File: src/hw/sic_pkg.sv
package sic_pkg;

	// ==========================================================
	// register offsets (15-bit addressing)
	localparam logic [14:0] OFS_CFG_B = 15'h0001;
	localparam logic [14:0] OFS_MAKER_LO = 15'h000c;
	localparam logic [14:0] OFS_MAKER_HI = 15'h000d;
	localparam logic [14:0] OFS_WRAP = 15'h000e;
	localparam logic [14:0] OFS_CTRL = 15'h0010;
	localparam logic [14:0] OFS_FLAGS = 15'h0011;
	localparam logic [14:0] OFS_STATUS = 15'h0014;
	localparam logic [14:0] ADDR_MAX = 15'h017f;
	localparam logic [14:0] MB_FIRST = 15'h0060;
	localparam logic [14:0] MB_LAST = 15'h00df;

	// ==========================================================
	// identity (value is arbitrary)
	localparam logic [15:0] MAKER_CODE = 16'h5a3c;

	// ==========================================================
	// field positions
	localparam int B_STYLE = 7;
	localparam int CRC_EN_MSB = 7;
	localparam int CRC_EN_LSB = 6;
	localparam int B_WHOLE = 5;
	localparam int CRC_N_MSB = 1;
	localparam int CRC_N_LSB = 0;
	localparam int F_NOT_RDY = 7;
	localparam int F_SCK = 4;
	localparam int F_CRC = 3;
	localparam int F_WR_RO = 2;
	localparam int F_PART = 1;
	localparam int F_ADDR = 0;
	localparam int S_IFERR = 2;

	// ==========================================================
	// reset values, masks, encodings
	localparam logic CFG_B_RST = 1'b0;
	localparam logic [7:0] WRAP_RST = 8'h00;
	localparam logic [7:0] CTRL_RST = 8'h23;
	localparam logic [7:0] FLAGS_RST = 8'h00;
	localparam logic [7:0] CTRL_WMASK = 8'he3;
	localparam logic [7:0] FLAGS_W1C = 8'h8f;
	localparam logic [7:0] FLAGS_RW = 8'h10;
	localparam logic [1:0] CRC_EN_ON = 2'h1;
	localparam logic [1:0] CRC_N_ON = 2'h2;
	localparam logic [7:0] CRC_POLY = 8'h07;
	localparam logic [7:0] CRC_INIT = 8'h00;

	// ==========================================================
	// timing
	localparam int CLK_PERIOD_NS = 4;
	localparam int READY_TIME_NS = 1000;
	localparam logic [7:0] READY_CYC = 8'((READY_TIME_NS + CLK_PERIOD_NS - 1) / CLK_PERIOD_NS);

	// ==========================================================
	// protocol states
	typedef enum logic [2:0] {ST_IDLE, ST_INSTR, ST_DATA, ST_CHK, ST_DROP} sic_state_e;

	function automatic logic [7:0] sic_crc8(input logic [7:0] d);
		logic [7:0] c;
		c = CRC_INIT ^ d;
		for (int i = 0; i < 8; i++)
		begin
			c = c[7] ? ({c[6:0], 1'b0} ^ CRC_POLY) : {c[6:0], 1'b0};
		end
		return c;
	endfunction

	function automatic logic sic_is_ro(input logic [14:0] a);
		return (a == OFS_MAKER_LO) || (a == OFS_MAKER_HI) || (a == OFS_STATUS);
	endfunction

	function automatic logic sic_is_mb(input logic [14:0] a);
		return (a >= MB_FIRST) && (a <= MB_LAST);
	endfunction

endpackage

File: src/hw/sic_frame_if.sv
`timescale 1ns/10ps
// ==========================================================
// frame events from the pin front end
interface sic_frame_if;
	logic frame_start;
	logic frame_end;
	logic bit_valid;
	logic bit_val;
	modport front (output frame_start, output frame_end, output bit_valid, output bit_val);
	modport core (input frame_start, input frame_end, input bit_valid, input bit_val);
endinterface

File: src/hw/sic_pin_sync.sv
`timescale 1ns/10ps
module sic_pin_sync (
	// clock and reset
	input wire logic clk,
	input wire logic rst_b,
	// serial pins
	input wire logic sck,
	input wire logic cs_b,
	input wire logic sdi,
	// events
	sic_frame_if.front f
);
	// ==========================================================
	// two-stage synchronisers, then one stage for edges
	logic [1:0] sck_r;
	logic [1:0] cs_r;
	logic [1:0] sdi_r;
	logic sck_prev_r;
	logic cs_prev_r;

	always_ff @(posedge clk or negedge rst_b)
	begin
		if (!rst_b)
		begin
			sck_r <= 2'h0;
			cs_r <= 2'h3;
			sdi_r <= 2'h0;
			sck_prev_r <= 1'b0;
			cs_prev_r <= 1'b1;
		end
		else
		begin
			sck_r <= {sck_r[0], sck};
			cs_r <= {cs_r[0], cs_b};
			sdi_r <= {sdi_r[0], sdi};
			sck_prev_r <= sck_r[1];
			cs_prev_r <= cs_r[1];
		end
	end

	// sdi shares the sck latency, so the sampled bit lines up with the rise
	assign f.frame_start = cs_prev_r && !cs_r[1];
	assign f.frame_end = !cs_prev_r && cs_r[1];
	assign f.bit_valid = !cs_r[1] && sck_r[1] && !sck_prev_r;
	assign f.bit_val = sdi_r[1];
endmodule

File: src/hw/sic_config_status.sv
`timescale 1ns/10ps
// ==========================================================
// Summary of operation
// wrap count zero: streaming addresses keep advancing, no looping
// wrap count nonzero: after that many registers, return to start address
// checksum active only when enable is 1 and inverted enable is 2
// whole-register access: all bytes of a wide register in one data phase
// frame started before interface ready sets not-ready flag, write one clears
// frame with wrong number of clock edges sets clock count flag
// checksum mismatch sets flag, only while checksum active, write one clears
// write to an all read-only register sets flag, write one clears
// partial wide register access sets flag while whole access set
// access outside address range sets flag, write one clears
// fixed 16-bit maker code, upper byte readable at its own register
// reset: enable 0, whole access 1, inverted enable 3, checksum off
// style bit clear selects streaming, set selects single instruction
// status summary bit is the OR of all interface error flags
// reserved bits read zero, writes to them ignored
module sic_config_status (
	// clock and reset
	input wire logic clk,
	input wire logic rst_b,
	// serial link
	input wire logic sck,
	input wire logic cs_b,
	input wire logic sdi,
	output logic sdo,
	output logic sdo_oe,
	// status
	output logic interface_error
);
	import sic_pkg::*;

	sic_frame_if f ();

	sic_pin_sync u_sync (
		.clk(clk),
		.rst_b(rst_b),
		.sck(sck),
		.cs_b(cs_b),
		.sdi(sdi),
		.f(f)
	);

	// ==========================================================
	// state
	sic_state_e state_r, state_nxt;
	logic [3:0] icnt_r, icnt_nxt;
	logic [2:0] bcnt_r, bcnt_nxt;
	logic [15:0] sh_r;
	logic rw_r, rw_nxt;
	logic [14:0] addr_r, addr_nxt;
	logic [14:0] start_r, start_nxt;
	logic [7:0] idx_r, idx_nxt;
	logic [7:0] held_r, held_nxt;
	logic [7:0] tx_r, tx_nxt;
	logic sdo_r, sdo_nxt;
	logic oe_r, oe_nxt;
	logic mb_pend_r, mb_pend_nxt;
	logic [14:0] mb_addr_r, mb_addr_nxt;
	logic style_r, style_nxt;
	logic [7:0] wrap_r, wrap_nxt;
	logic [7:0] ctrl_r, ctrl_nxt;
	logic [7:0] flags_r, flags_nxt;
	logic [7:0] rdy_cnt_r;
	logic ready_r;
	logic interr_r;
	logic [7:0] rd_data;

	// ==========================================================
	// decode
	wire [15:0] sh_in = {sh_r[14:0], f.bit_val};
	wire [14:0] in_addr = sh_in[14:0];
	wire in_rw = sh_in[15];
	wire in_byte = (state_r == ST_DATA) || (state_r == ST_CHK);
	wire instr_done = (state_r == ST_INSTR) && f.bit_valid && (icnt_r == 4'hf);
	wire byte_done = in_byte && f.bit_valid && (bcnt_r == 3'h7);
	wire data_done = byte_done && (state_r == ST_DATA);
	wire chk_done = byte_done && (state_r == ST_CHK);
	wire crc_on = (ctrl_r[CRC_EN_MSB:CRC_EN_LSB] == CRC_EN_ON)
		&& (ctrl_r[CRC_N_MSB:CRC_N_LSB] == CRC_N_ON);
	wire strict = ctrl_r[B_WHOLE];
	wire [7:0] crc_exp = sic_crc8(held_r);
	wire crc_match = sh_in[7:0] == crc_exp;
	wire adv = (data_done && !crc_on) || chk_done;
	wire wr_commit = !rw_r && ((data_done && !crc_on) || (chk_done && crc_match));
	wire [7:0] wdata = (state_r == ST_CHK) ? held_r : sh_in[7:0];
	wire wrap_hit = (wrap_r != 8'h00) && ((idx_r + 8'h01) == wrap_r);
	wire [14:0] addr_step = wrap_hit ? start_r : (addr_r + 15'h0001);
	wire [7:0] idx_step = wrap_hit ? 8'h00 : (idx_r + 8'h01);
	wire [14:0] load_addr = instr_done ? in_addr : addr_step;
	wire wr_flags = wr_commit && (addr_r == OFS_FLAGS);

	// ==========================================================
	// error events
	wire err_early = f.frame_start && !ready_r;
	wire err_sck = f.frame_end && (((state_r == ST_INSTR) && (icnt_r != 4'h0))
		|| ((state_r == ST_DATA) && (bcnt_r != 3'h0)) || (state_r == ST_CHK));
	wire err_crc = chk_done && !rw_r && crc_on && !crc_match;
	wire err_ro = wr_commit && sic_is_ro(addr_r);
	// a wide register needs its even byte then its odd byte in one data phase
	wire pend_ok = mb_pend_r && (addr_r == (mb_addr_r + 15'h0001));
	wire err_part = strict && ((adv && ((mb_pend_r && !pend_ok)
		|| (sic_is_mb(addr_r) && addr_r[0] && !pend_ok)))
		|| ((instr_done || f.frame_end) && mb_pend_r));
	wire err_addr = (instr_done && (in_addr > ADDR_MAX)) || (adv && (addr_r > ADDR_MAX));
	wire [7:0] set_vec = {err_early, 2'b00, err_sck, err_crc, err_ro, err_part, err_addr};
	wire [7:0] w1c_clr = wr_flags ? (wdata & FLAGS_W1C) : 8'h00;
	wire [7:0] rw_keep = wr_flags ? ~FLAGS_RW : 8'hff;
	wire [7:0] rw_set = wr_flags ? (wdata & FLAGS_RW) : 8'h00;

	// set wins over a clear in the same cycle
	assign flags_nxt = ((flags_r & ~w1c_clr & rw_keep) | rw_set) | set_vec;

	// ==========================================================
	// register writes; reserved bits are masked off
	assign style_nxt = (wr_commit && (addr_r == OFS_CFG_B)) ? wdata[B_STYLE] : style_r;
	assign wrap_nxt = (wr_commit && (addr_r == OFS_WRAP)) ? wdata : wrap_r;
	assign ctrl_nxt = (wr_commit && (addr_r == OFS_CTRL)) ? (wdata & CTRL_WMASK) : ctrl_r;

	// ==========================================================
	// read mux; unimplemented in-range addresses read zero
	always_comb
	begin
		rd_data = 8'h00;
		unique case (load_addr)
			OFS_CFG_B: rd_data = {style_r, 7'h00};
			OFS_MAKER_LO: rd_data = MAKER_CODE[7:0];
			OFS_MAKER_HI: rd_data = MAKER_CODE[15:8];
			OFS_WRAP: rd_data = wrap_r;
			OFS_CTRL: rd_data = ctrl_r;
			OFS_FLAGS: rd_data = flags_r;
			OFS_STATUS: rd_data = {5'h00, |flags_r, 2'h0};
			default: rd_data = 8'h00;
		endcase
	end

	// ==========================================================
	// frame sequencing
	always_comb
	begin
		state_nxt = state_r;
		icnt_nxt = icnt_r;
		bcnt_nxt = bcnt_r;
		rw_nxt = rw_r;
		addr_nxt = addr_r;
		start_nxt = start_r;
		idx_nxt = idx_r;
		held_nxt = held_r;
		tx_nxt = tx_r;
		sdo_nxt = sdo_r;
		oe_nxt = oe_r;
		mb_pend_nxt = mb_pend_r;
		mb_addr_nxt = mb_addr_r;
		if (f.bit_valid && (state_r == ST_INSTR))
			icnt_nxt = icnt_r + 4'h1;
		if (f.bit_valid && in_byte)
			bcnt_nxt = bcnt_r + 3'h1;
		if (f.bit_valid && in_byte && rw_r)
		begin
			sdo_nxt = tx_r[7];
			tx_nxt = {tx_r[6:0], 1'b0};
		end
		if (f.frame_start)
		begin
			state_nxt = ready_r ? ST_INSTR : ST_DROP;
			icnt_nxt = 4'h0;
			bcnt_nxt = 3'h0;
			mb_pend_nxt = 1'b0;
		end
		if (instr_done)
		begin
			state_nxt = ST_DATA;
			rw_nxt = in_rw;
			addr_nxt = in_addr;
			start_nxt = in_addr;
			idx_nxt = 8'h00;
			mb_pend_nxt = 1'b0;
			if (in_rw)
			begin
				held_nxt = rd_data;
				sdo_nxt = rd_data[7];
				tx_nxt = {rd_data[6:0], 1'b0};
				oe_nxt = 1'b1;
			end
		end
		if (data_done)
		begin
			if (!rw_r)
				held_nxt = sh_in[7:0];
			if (crc_on)
			begin
				state_nxt = ST_CHK;
				if (rw_r)
				begin
					sdo_nxt = crc_exp[7];
					tx_nxt = {crc_exp[6:0], 1'b0};
				end
			end
		end
		if (adv)
		begin
			mb_pend_nxt = strict && sic_is_mb(addr_r) && !addr_r[0];
			mb_addr_nxt = addr_r;
			if (style_r)
			begin
				state_nxt = ST_INSTR;
				icnt_nxt = 4'h0;
				oe_nxt = 1'b0;
				sdo_nxt = 1'b0;
			end
			else
			begin
				state_nxt = ST_DATA;
				addr_nxt = addr_step;
				idx_nxt = idx_step;
				if (rw_r)
				begin
					held_nxt = rd_data;
					sdo_nxt = rd_data[7];
					tx_nxt = {rd_data[6:0], 1'b0};
				end
			end
		end
		if (f.frame_end)
		begin
			state_nxt = ST_IDLE;
			oe_nxt = 1'b0;
			sdo_nxt = 1'b0;
			mb_pend_nxt = 1'b0;
		end
	end

	// ==========================================================
	// flops
	always_ff @(posedge clk or negedge rst_b)
	begin
		if (!rst_b)
		begin
			state_r <= ST_IDLE;
			icnt_r <= 4'h0;
			bcnt_r <= 3'h0;
			sh_r <= 16'h0000;
			rw_r <= 1'b0;
			addr_r <= 15'h0000;
			start_r <= 15'h0000;
			idx_r <= 8'h00;
			held_r <= 8'h00;
			tx_r <= 8'h00;
			sdo_r <= 1'b0;
			oe_r <= 1'b0;
			mb_pend_r <= 1'b0;
			mb_addr_r <= 15'h0000;
		end
		else
		begin
			state_r <= state_nxt;
			icnt_r <= icnt_nxt;
			bcnt_r <= bcnt_nxt;
			sh_r <= f.bit_valid ? sh_in : sh_r;
			rw_r <= rw_nxt;
			addr_r <= addr_nxt;
			start_r <= start_nxt;
			idx_r <= idx_nxt;
			held_r <= held_nxt;
			tx_r <= tx_nxt;
			sdo_r <= sdo_nxt;
			oe_r <= oe_nxt;
			mb_pend_r <= mb_pend_nxt;
			mb_addr_r <= mb_addr_nxt;
		end
	end

	always_ff @(posedge clk or negedge rst_b)
	begin
		if (!rst_b)
		begin
			style_r <= CFG_B_RST;
			wrap_r <= WRAP_RST;
			ctrl_r <= CTRL_RST;
			flags_r <= FLAGS_RST;
			interr_r <= 1'b0;
		end
		else
		begin
			style_r <= style_nxt;
			wrap_r <= wrap_nxt;
			ctrl_r <= ctrl_nxt;
			flags_r <= flags_nxt;
			interr_r <= |flags_nxt;
		end
	end

	// interface stays deaf for a fixed time after reset
	always_ff @(posedge clk or negedge rst_b)
	begin
		if (!rst_b)
		begin
			rdy_cnt_r <= 8'h00;
			ready_r <= 1'b0;
		end
		else
		begin
			rdy_cnt_r <= ready_r ? rdy_cnt_r : (rdy_cnt_r + 8'h01);
			ready_r <= ready_r || ((rdy_cnt_r + 8'h01) == READY_CYC);
		end
	end

	assign sdo = sdo_r;
	assign sdo_oe = oe_r;
	assign interface_error = interr_r;
endmodule

File: config.mk
export PLATFORM = sky130hd
export DESIGN_NAME = sic_config_status
export DESIGN_NICKNAME = d
export VERILOG_FILES = /design/src/hw/sic_pkg.sv /design/src/hw/sic_frame_if.sv /design/src/hw/sic_pin_sync.sv /design/src/hw/sic_config_status.sv
export SDC_FILE = /design/constraint.sdc
export NUM_CORES = 1
export LEC_CHECK = 0
export BUFFER_PORTS_ARGS = -buffer_cell sky130_fd_sc_hd__buf_2
export CAP_MARGIN = 0
export CORE_MARGIN = 8
export CORE_UTILIZATION = 40
export DETAILED_ROUTE_END_ITERATION = 6
export GPL_TIMING_DRIVEN = 1
export SYNTH_ARGS = -nofsm -noshare
export SYNTH_HDL_FRONTEND = slang
export SYNTH_SLANG_ARGS = --single-unit
File: constraint.sdc
create_clock -name clk -period 4.1 [get_ports clk]
set_clock_uncertainty 0.2 [all_clocks]
set_input_delay 0.205 -clock clk [delete_from_list [all_inputs] [get_ports clk]]
set_output_delay 0.205 -clock clk [all_outputs]
set_load 0.05 [all_outputs]
==> results of run 1 <==
worst max-delay path, cell delays in order, from the launching register on:
cell and delay, ps:
dfrtp_1 450, ha_1 360, xnor2_1 160, nand2_1 70
or4_1 590, nor3_2 190, buf_4 220, a21boi_0 200
a21oi_1 60, buf_4 200, nor4b_2 440, a22oi_1 210
a22oi_1 230
final timing paths:
path / depth (start not counted) / end / from
max in group asynchronous: 3 / sh_r[10] / rst_b
hold reg to reg: 0 / u_sync.sck_r[1] / u_sync.sck_r[0]
setup reg to reg: 12 / held_r[0] / idx_r[0]
min in group asynchronous: 2 / start_r[11] / rst_b
setup / recovery: 12 / held_r[0] / idx_r[0]
hold / removal: 0 / u_sync.sck_r[1] / u_sync.sck_r[0]
flip-flops by register name (all words and copies together), names as in the netlist, 6 cells and up:
| register | count |
|---|---|
| mb_addr_r | 15 |
| rdy_cnt_r | 8 |
| idx_r | 8 |
| flags_r | 6 |
| tx_r | 8 |
| held_r | 8 |
| addr_r | 15 |
| sh_r | 15 |
| start_r | 15 |
| wrap_r | 8 |
timing repair:
| item | 4_1_cts | 5_1_grt |
|---|---|---|
| setup endpoints to repair | 0 | 10 |
| endpoints found under the hold margin | 89 | 0 |
| hold buffers | 4 | 0 |
| resized for setup | 0 | 1 |
metrics by stage:
step	power, mW	worst slack, ps	instance area [um2]
2_1_floorplan	1.54	587	8130
3_3_place_gp	1.67	420	8540
3_5_place_dp	1.67	336	8540
4_1_cts	3.14	305	9140
5_1_grt	3.23	61.7	9150
6_report	3.11	418	9150
cell usage after synthesis (2+ instances only):
master / number
o211a_1: 2
nand4_1: 23
a221oi_1: 3
nand3b_1: 3
nor3_1: 14
and2_1: 7
o221ai_1: 2
ha_1: 15
mux2_2: 31
o22ai_1: 5
nor3b_1: 6
nand2b_1: 10
or3_1: 14
o41ai_1: 3
xor2_1: 28
nor2b_1: 4
a21boi_0: 5
and3_1: 15
mux2i_1: 11
nand3_1: 34
o21ai_1: 4
a21oi_1: 44
buf_2: 3
and4_1: 7
buf_1: 9
o31ai_1: 13
clkbuf_1: 40
xnor2_1: 47
nor4_1: 16
o21ai_0: 48
o21ba_2: 2
a31oi_1: 10
a22oi_1: 8
dfstp_2: 6
o211ai_1: 6
dfrtp_1: 130
a211oi_1: 8
or4_1: 5
inv_1: 23
nor2_1: 45
o32ai_1: 3
nand2_1: 180
a21o_1: 4
layout make-up:
cell class	count	share of cell area
Inverter	23	0.00944
Clock buffer	21	0.0503
Timing Repair Buffer	41	0.0349
Clock inverter	11	0.0108
Sequential cell	136	0.373
Tap cell	270	0.0369
Multi-Input combinational cell	709	0.485
where the power goes:
group | switching (mW) | leakage (nW) | internal, mW | total, mW
sequential | 0.0524 | 1.83 | 1.38 | 1.43
combinational | 0.130 | 2.02 | 0.0855 | 0.216
clock | 0.601 | 0.269 | 0.864 | 1.47
per-layer routing:
metal / vias up / global-route usage
met1: 3334 / 0.244
met5: - / 0
met2: 169 / 0.281
met3: 35 / 0.0356
met4: 0 / 0.0629
li1: 3282 / -
cells by family (layout without fill, tap and decap cells):
logic type | count (synthesis) | in the layout | share of synthesized area
muxes | 42 | 42 | 0.0565
buffers and inverters | 77 | 96 | 0.0371
and+or+nand+nor | 390 | 390 | 0.232
adders and majority gates | 15 | 15 | 0.0231
AOI/OAI and AO/OA | 184 | 184 | 0.144
DFF | 136 | 136 | 0.419
xor gates and xnor gates | 78 | 78 | 0.0886
==> results.yml, run 1 <==
finish:
  final_cell_mix: "180 x nand2_1, 130 x dfrtp_1, 48 x o21ai_0"
  area_growth_pct: 12.5
  fin_util: 0.455
  multi_input_area_um2: 4440
  nNetsFinal: 948
  drive_gt1_frac: 0.123
  layoutNonFillerInstCount: 1211
  antennaDiodeCount: 0
  final_common_cell: "nand2_1"
  fillCellCount: 1900
  register_area_um2: 3410
route:
  remaining_drc_errors: 0
  wl_per_cell_um: 17.6
  via_count: 6820
  dr.pass1.iters: 5
  dr_wl_met3_um: 877
  drt_iter0_markers: 457
  dr_wl_met2_mm: 9.86
  routed_wl_mm: 21.3
  routed.top_layer: "met4"
  wl_met1_mm: 10.1
  vias_per_cell: 5.63
  postRouteAntennaNets: 0
global_routing:
  antenna_found_initial: 0
  grt_max_degree: 95
  grt_pass1_wl_mm: 35.4
  grtUsageTotal: 0.180
  gr-total-overflow: 0
  grt_pass1_vias: 6585
synth:
  synth_area_leaders: "dfrtp_1 40%, nand2_1 8.3%, xnor2_1 5.1%"
  synth_seq_cells: 136
  ys_async_sr_fraction: 1.00
  syn_inst: 922
  synth-edff-count: 0
  ys_seq_area_frac: 0.419
  netlist_area_um2: 8130
  synth_area_leader_cell: "dfrtp_1"
  avgSynthCellArea_um2: 8.82
  ys.flop_type: "dfrtp_1"
  synth_top_area_share: 0.400
  synth_warnings: 0
  ys_types: 69
  synth_nets: 942
worst_setup_path:
  worst_setup_path_start_kind: "flop"
  crit_required_ps: 4230
  crit_fanout: 12
  cp-end-kind: "flop"
  reg2reg_slack_ps: 420
  critical_path_class: "reg2reg"
  arrival_ps: 3810
run:
  drv_cap: 0
sta:
  fmax_ghz: 0.272
  max_slew_margin: 0.386
  rsz0062_at_grt: "false"
  hold_viol: 0
  min_period_over_period: 0.898
  fin_tns_setup_ps: 0
  slew_violations: 0
  fin_crit_ps: 3680
  setup_viol_count_final: 0
  whs_ps: 148
  worst_pin_slew_ps: 922
die:
  die_area_um2: 25200
  io_pins: 8
  die_w_um: 159
  die_y_um: 159
  core_region_area_um2: 20100
  rows: 52
  start_util: 0.405
clocking:
  path_clk_slew_ps: 60
  cts_tree: "done"
  cts_setup_buffers: 0
  clock_path_buffers: 2
  root_buffer: "clkbuf_16"
  clkLatencyLatePin_ps: 430
  cts_buffers: 17
  cts.sinks: 136
  htreeDepth: 4
pwr:
  powerDensity_nw_per_um2: 340
  p_leak_nw: 4.12
  peakVddDrop_v: 0.000281
place:
  port_buffers: 7
  dp.cells: 1175
  gp_congestion: 0.889
  dp_hpwl_mm: 15.1
worst_hold_path:
  worstHoldPathType: "reg2reg"
status:
  status: "finished clean"
Note: power is estimated with default switching activity, not from simulation.
==> inputs of run 2 (changes only) <==
--- a/config.mk
+++ b/config.mk
@@ -13,2 +13,3 @@
 export GPL_TIMING_DRIVEN = 1
+export RECOVER_POWER = 25
 export SYNTH_ARGS = -nofsm -noshare
==> constraint.sdc (replaced) <==
create_clock -name clk -period 4.1 [get_ports clk]
set_clock_uncertainty 0.2 [all_clocks]
set_input_delay 0.41 -clock clk [delete_from_list [all_inputs] [get_ports clk]]
set_output_delay 0.41 -clock clk [all_outputs]
set_load 0.05 [all_outputs]
==> results.yml, run 2 (synthesis results as in run 1) <==
worst_setup_path:
  cp_num_cells: 9
  crit_slowest_cell: "or4_1"
  rr_endpoint: "interface_error"
  cpPeakStageDelay_ps: 540
  cpMostUsedCell: "o21ai_1"
  crit_required_ps: 4200
  arrival_ps: 3820
  crit_family: "simple AND/OR/NAND/NOR gates"
  worst_setup_path_start_kind: "flop"
  cp-end-kind: "flop"
  crit_chain: "xnor3_2 > xor2_2 > xnor2_1 > o41a_1 > or3_4 > o21ai_1 > o21ai_1 > or4_1 > or3_1"
  reg2reg_slack_ps: 380
  crit_fanout: 6
  ff2ff_path_depth: 9
  crit_buf_inv: 0
  critical_path_class: "reg2reg"
  timing.rr.start: "held_r[6]"
sta:
  slew_violations: 83
  fin_crit_ps: 3720
  min_period_over_period: 0.907
  whs_ps: 148
  fin_tns_setup_ps: 0
  fmax_ghz: 0.269
  rsz0062_at_grt: "false"
  setup_viol_count_final: 0
  max_slew_margin: -0.488
  worst_pin_slew_ps: 2230
  hold_viol: 0
worst_hold_path:
  hp-start: "u_sync.sdi_r[0]"
  holdPathStages: 0
  worstHoldPathType: "reg2reg"
  min_to: "u_sync.sdi_r[1]"
finish:
  layoutNonFillerInstCount: 1210
  final_cell_mix: "180 x nand2_1, 130 x dfrtp_1, 48 x o21ai_0"
  area_growth_pct: 13.0
  drive_gt1_frac: 0.122
  final_common_cell: "nand2_1"
  nNetsFinal: 947
  antennaDiodeCount: 0
  final_area_um2: 9190
clocking:
  clock_path_buffers: 2
  cts_setup_buffers: 0
  htreeDepth: 4
  path_clk_slew_ps: 60
  cts_buffers: 17
  root_buffer: "clkbuf_16"
  cts_tree: "done"
  clkLatencyLatePin_ps: 420
  cts.sinks: 136
die:
  die_y_um: 159
  start_util: 0.405
  rows: 52
  io_pins: 8
  die_w_um: 159
  core_region_area_um2: 20100
  die_area_um2: 25200
global_routing:
  grt_max_degree: 84
  grt-busiest-layer: "met2"
  grtUsageTotal: 0.178
  gr-total-overflow: 0
  antenna_found_initial: 0
  grtUsageMet3: 0.0320
  grt_pass1_wl_mm: 35.2
  grt_util_met1: 0.243
  use_met2: 0.282
  grt_pass1_vias: 6521
run:
  drv_cap: 1
pwr:
  p_clk_frac: 0.496
  internal_power_mw: 2.45
  peakVddDrop_v: 0.000275
  total_power_mw: 3.27
  p_switching_mw: 0.817
  powerDensity_nw_per_um2: 356
  pwr-share-seq: 0.437
  sw_frac_of_total: 0.250
  p_leak_nw: 4.14
  combPwrFrac: 0.067
route:
  remaining_drc_errors: 0
  dr.pass1.iters: 5
  drt_iter0_markers: 518
  via_count: 6721
  routed_wl_mm: 21.2
  wl_per_cell_um: 17.5
  vias_per_cell: 5.55
  postRouteAntennaNets: 0
place:
  place_area_um2: 8540
  dp.cells: 1174
  dp_hpwl_mm: 14.9
  port_buffers: 7
  gp_congestion: 0.887
status:
  status: "complete, but fails checks"
  violations: "max-capacitance violations, max-slew violations"
[run 2: cell count changes in the layout (fill, tap and decap cells not counted), moves of 2 or more]
cell / delta
clkinv_2: -4
clkinv_4: -2
clkbuf_1: -2
bufinv_16: +2
inv_6: +5
[run 2: area by class of cell]
cell class | instances | area (um2)
Multi-Input combinational cell | 709 | 4430
Clock inverter | 14 | 184
Timing Repair Buffer | 40 | 305
Sequential cell | 136 | 3410
Clock buffer | 18 | 439
Fill cell | 1934 | 10900
Inverter | 23 | 86.3
Tap cell | 270 | 338
[run 2: worst max path at each step]
stage / from / end
after detailed placement: idx_r[0] / sdo
after floorplan: idx_r[0] / held_r[7]
after global routing: idx_r[0] / held_r[0]
final: held_r[6] / interface_error
after CTS: idx_r[0] / sdo
after global placement: icnt_r[0] / interface_error
[run 2: what timing repair did]
action | in CTS | in global routing
endpoints found under the setup margin | 0 | 8
resized for setup | 0 | 1
hold buffers | 4 | 0
endpoints found under the hold margin | 82 | 0
[run 2: routing by layer]
metal  vias up  part of all wire
li1       3289                 -
met1      3246              0.48
met2       154              0.46
met3        32             0.043
met4         0             0.017
met5         -                 0
[run 2: metrics by stage]
| stage | util | setup slack (ps) |
|---|---|---|
| floorplan | - | 587 |
| global placement | 0.425 | 404 |
| detailed placement | 0.425 | 379 |
| CTS | 0.458 | 314 |
| global route | 0.457 | 71.7 |
| finish | 0.457 | 381 |
[run 2: power by group through the flow]
stage	Sequential, mW	Clock (mW)	Combinational (mW)
detailed placement	1.45	0	0.214
CTS	1.43	1.66	0.219
global route	1.43	1.72	0.237
finish	1.43	1.62	0.218
floorplan	1.43	0	0.112
global placement	1.45	0	0.216
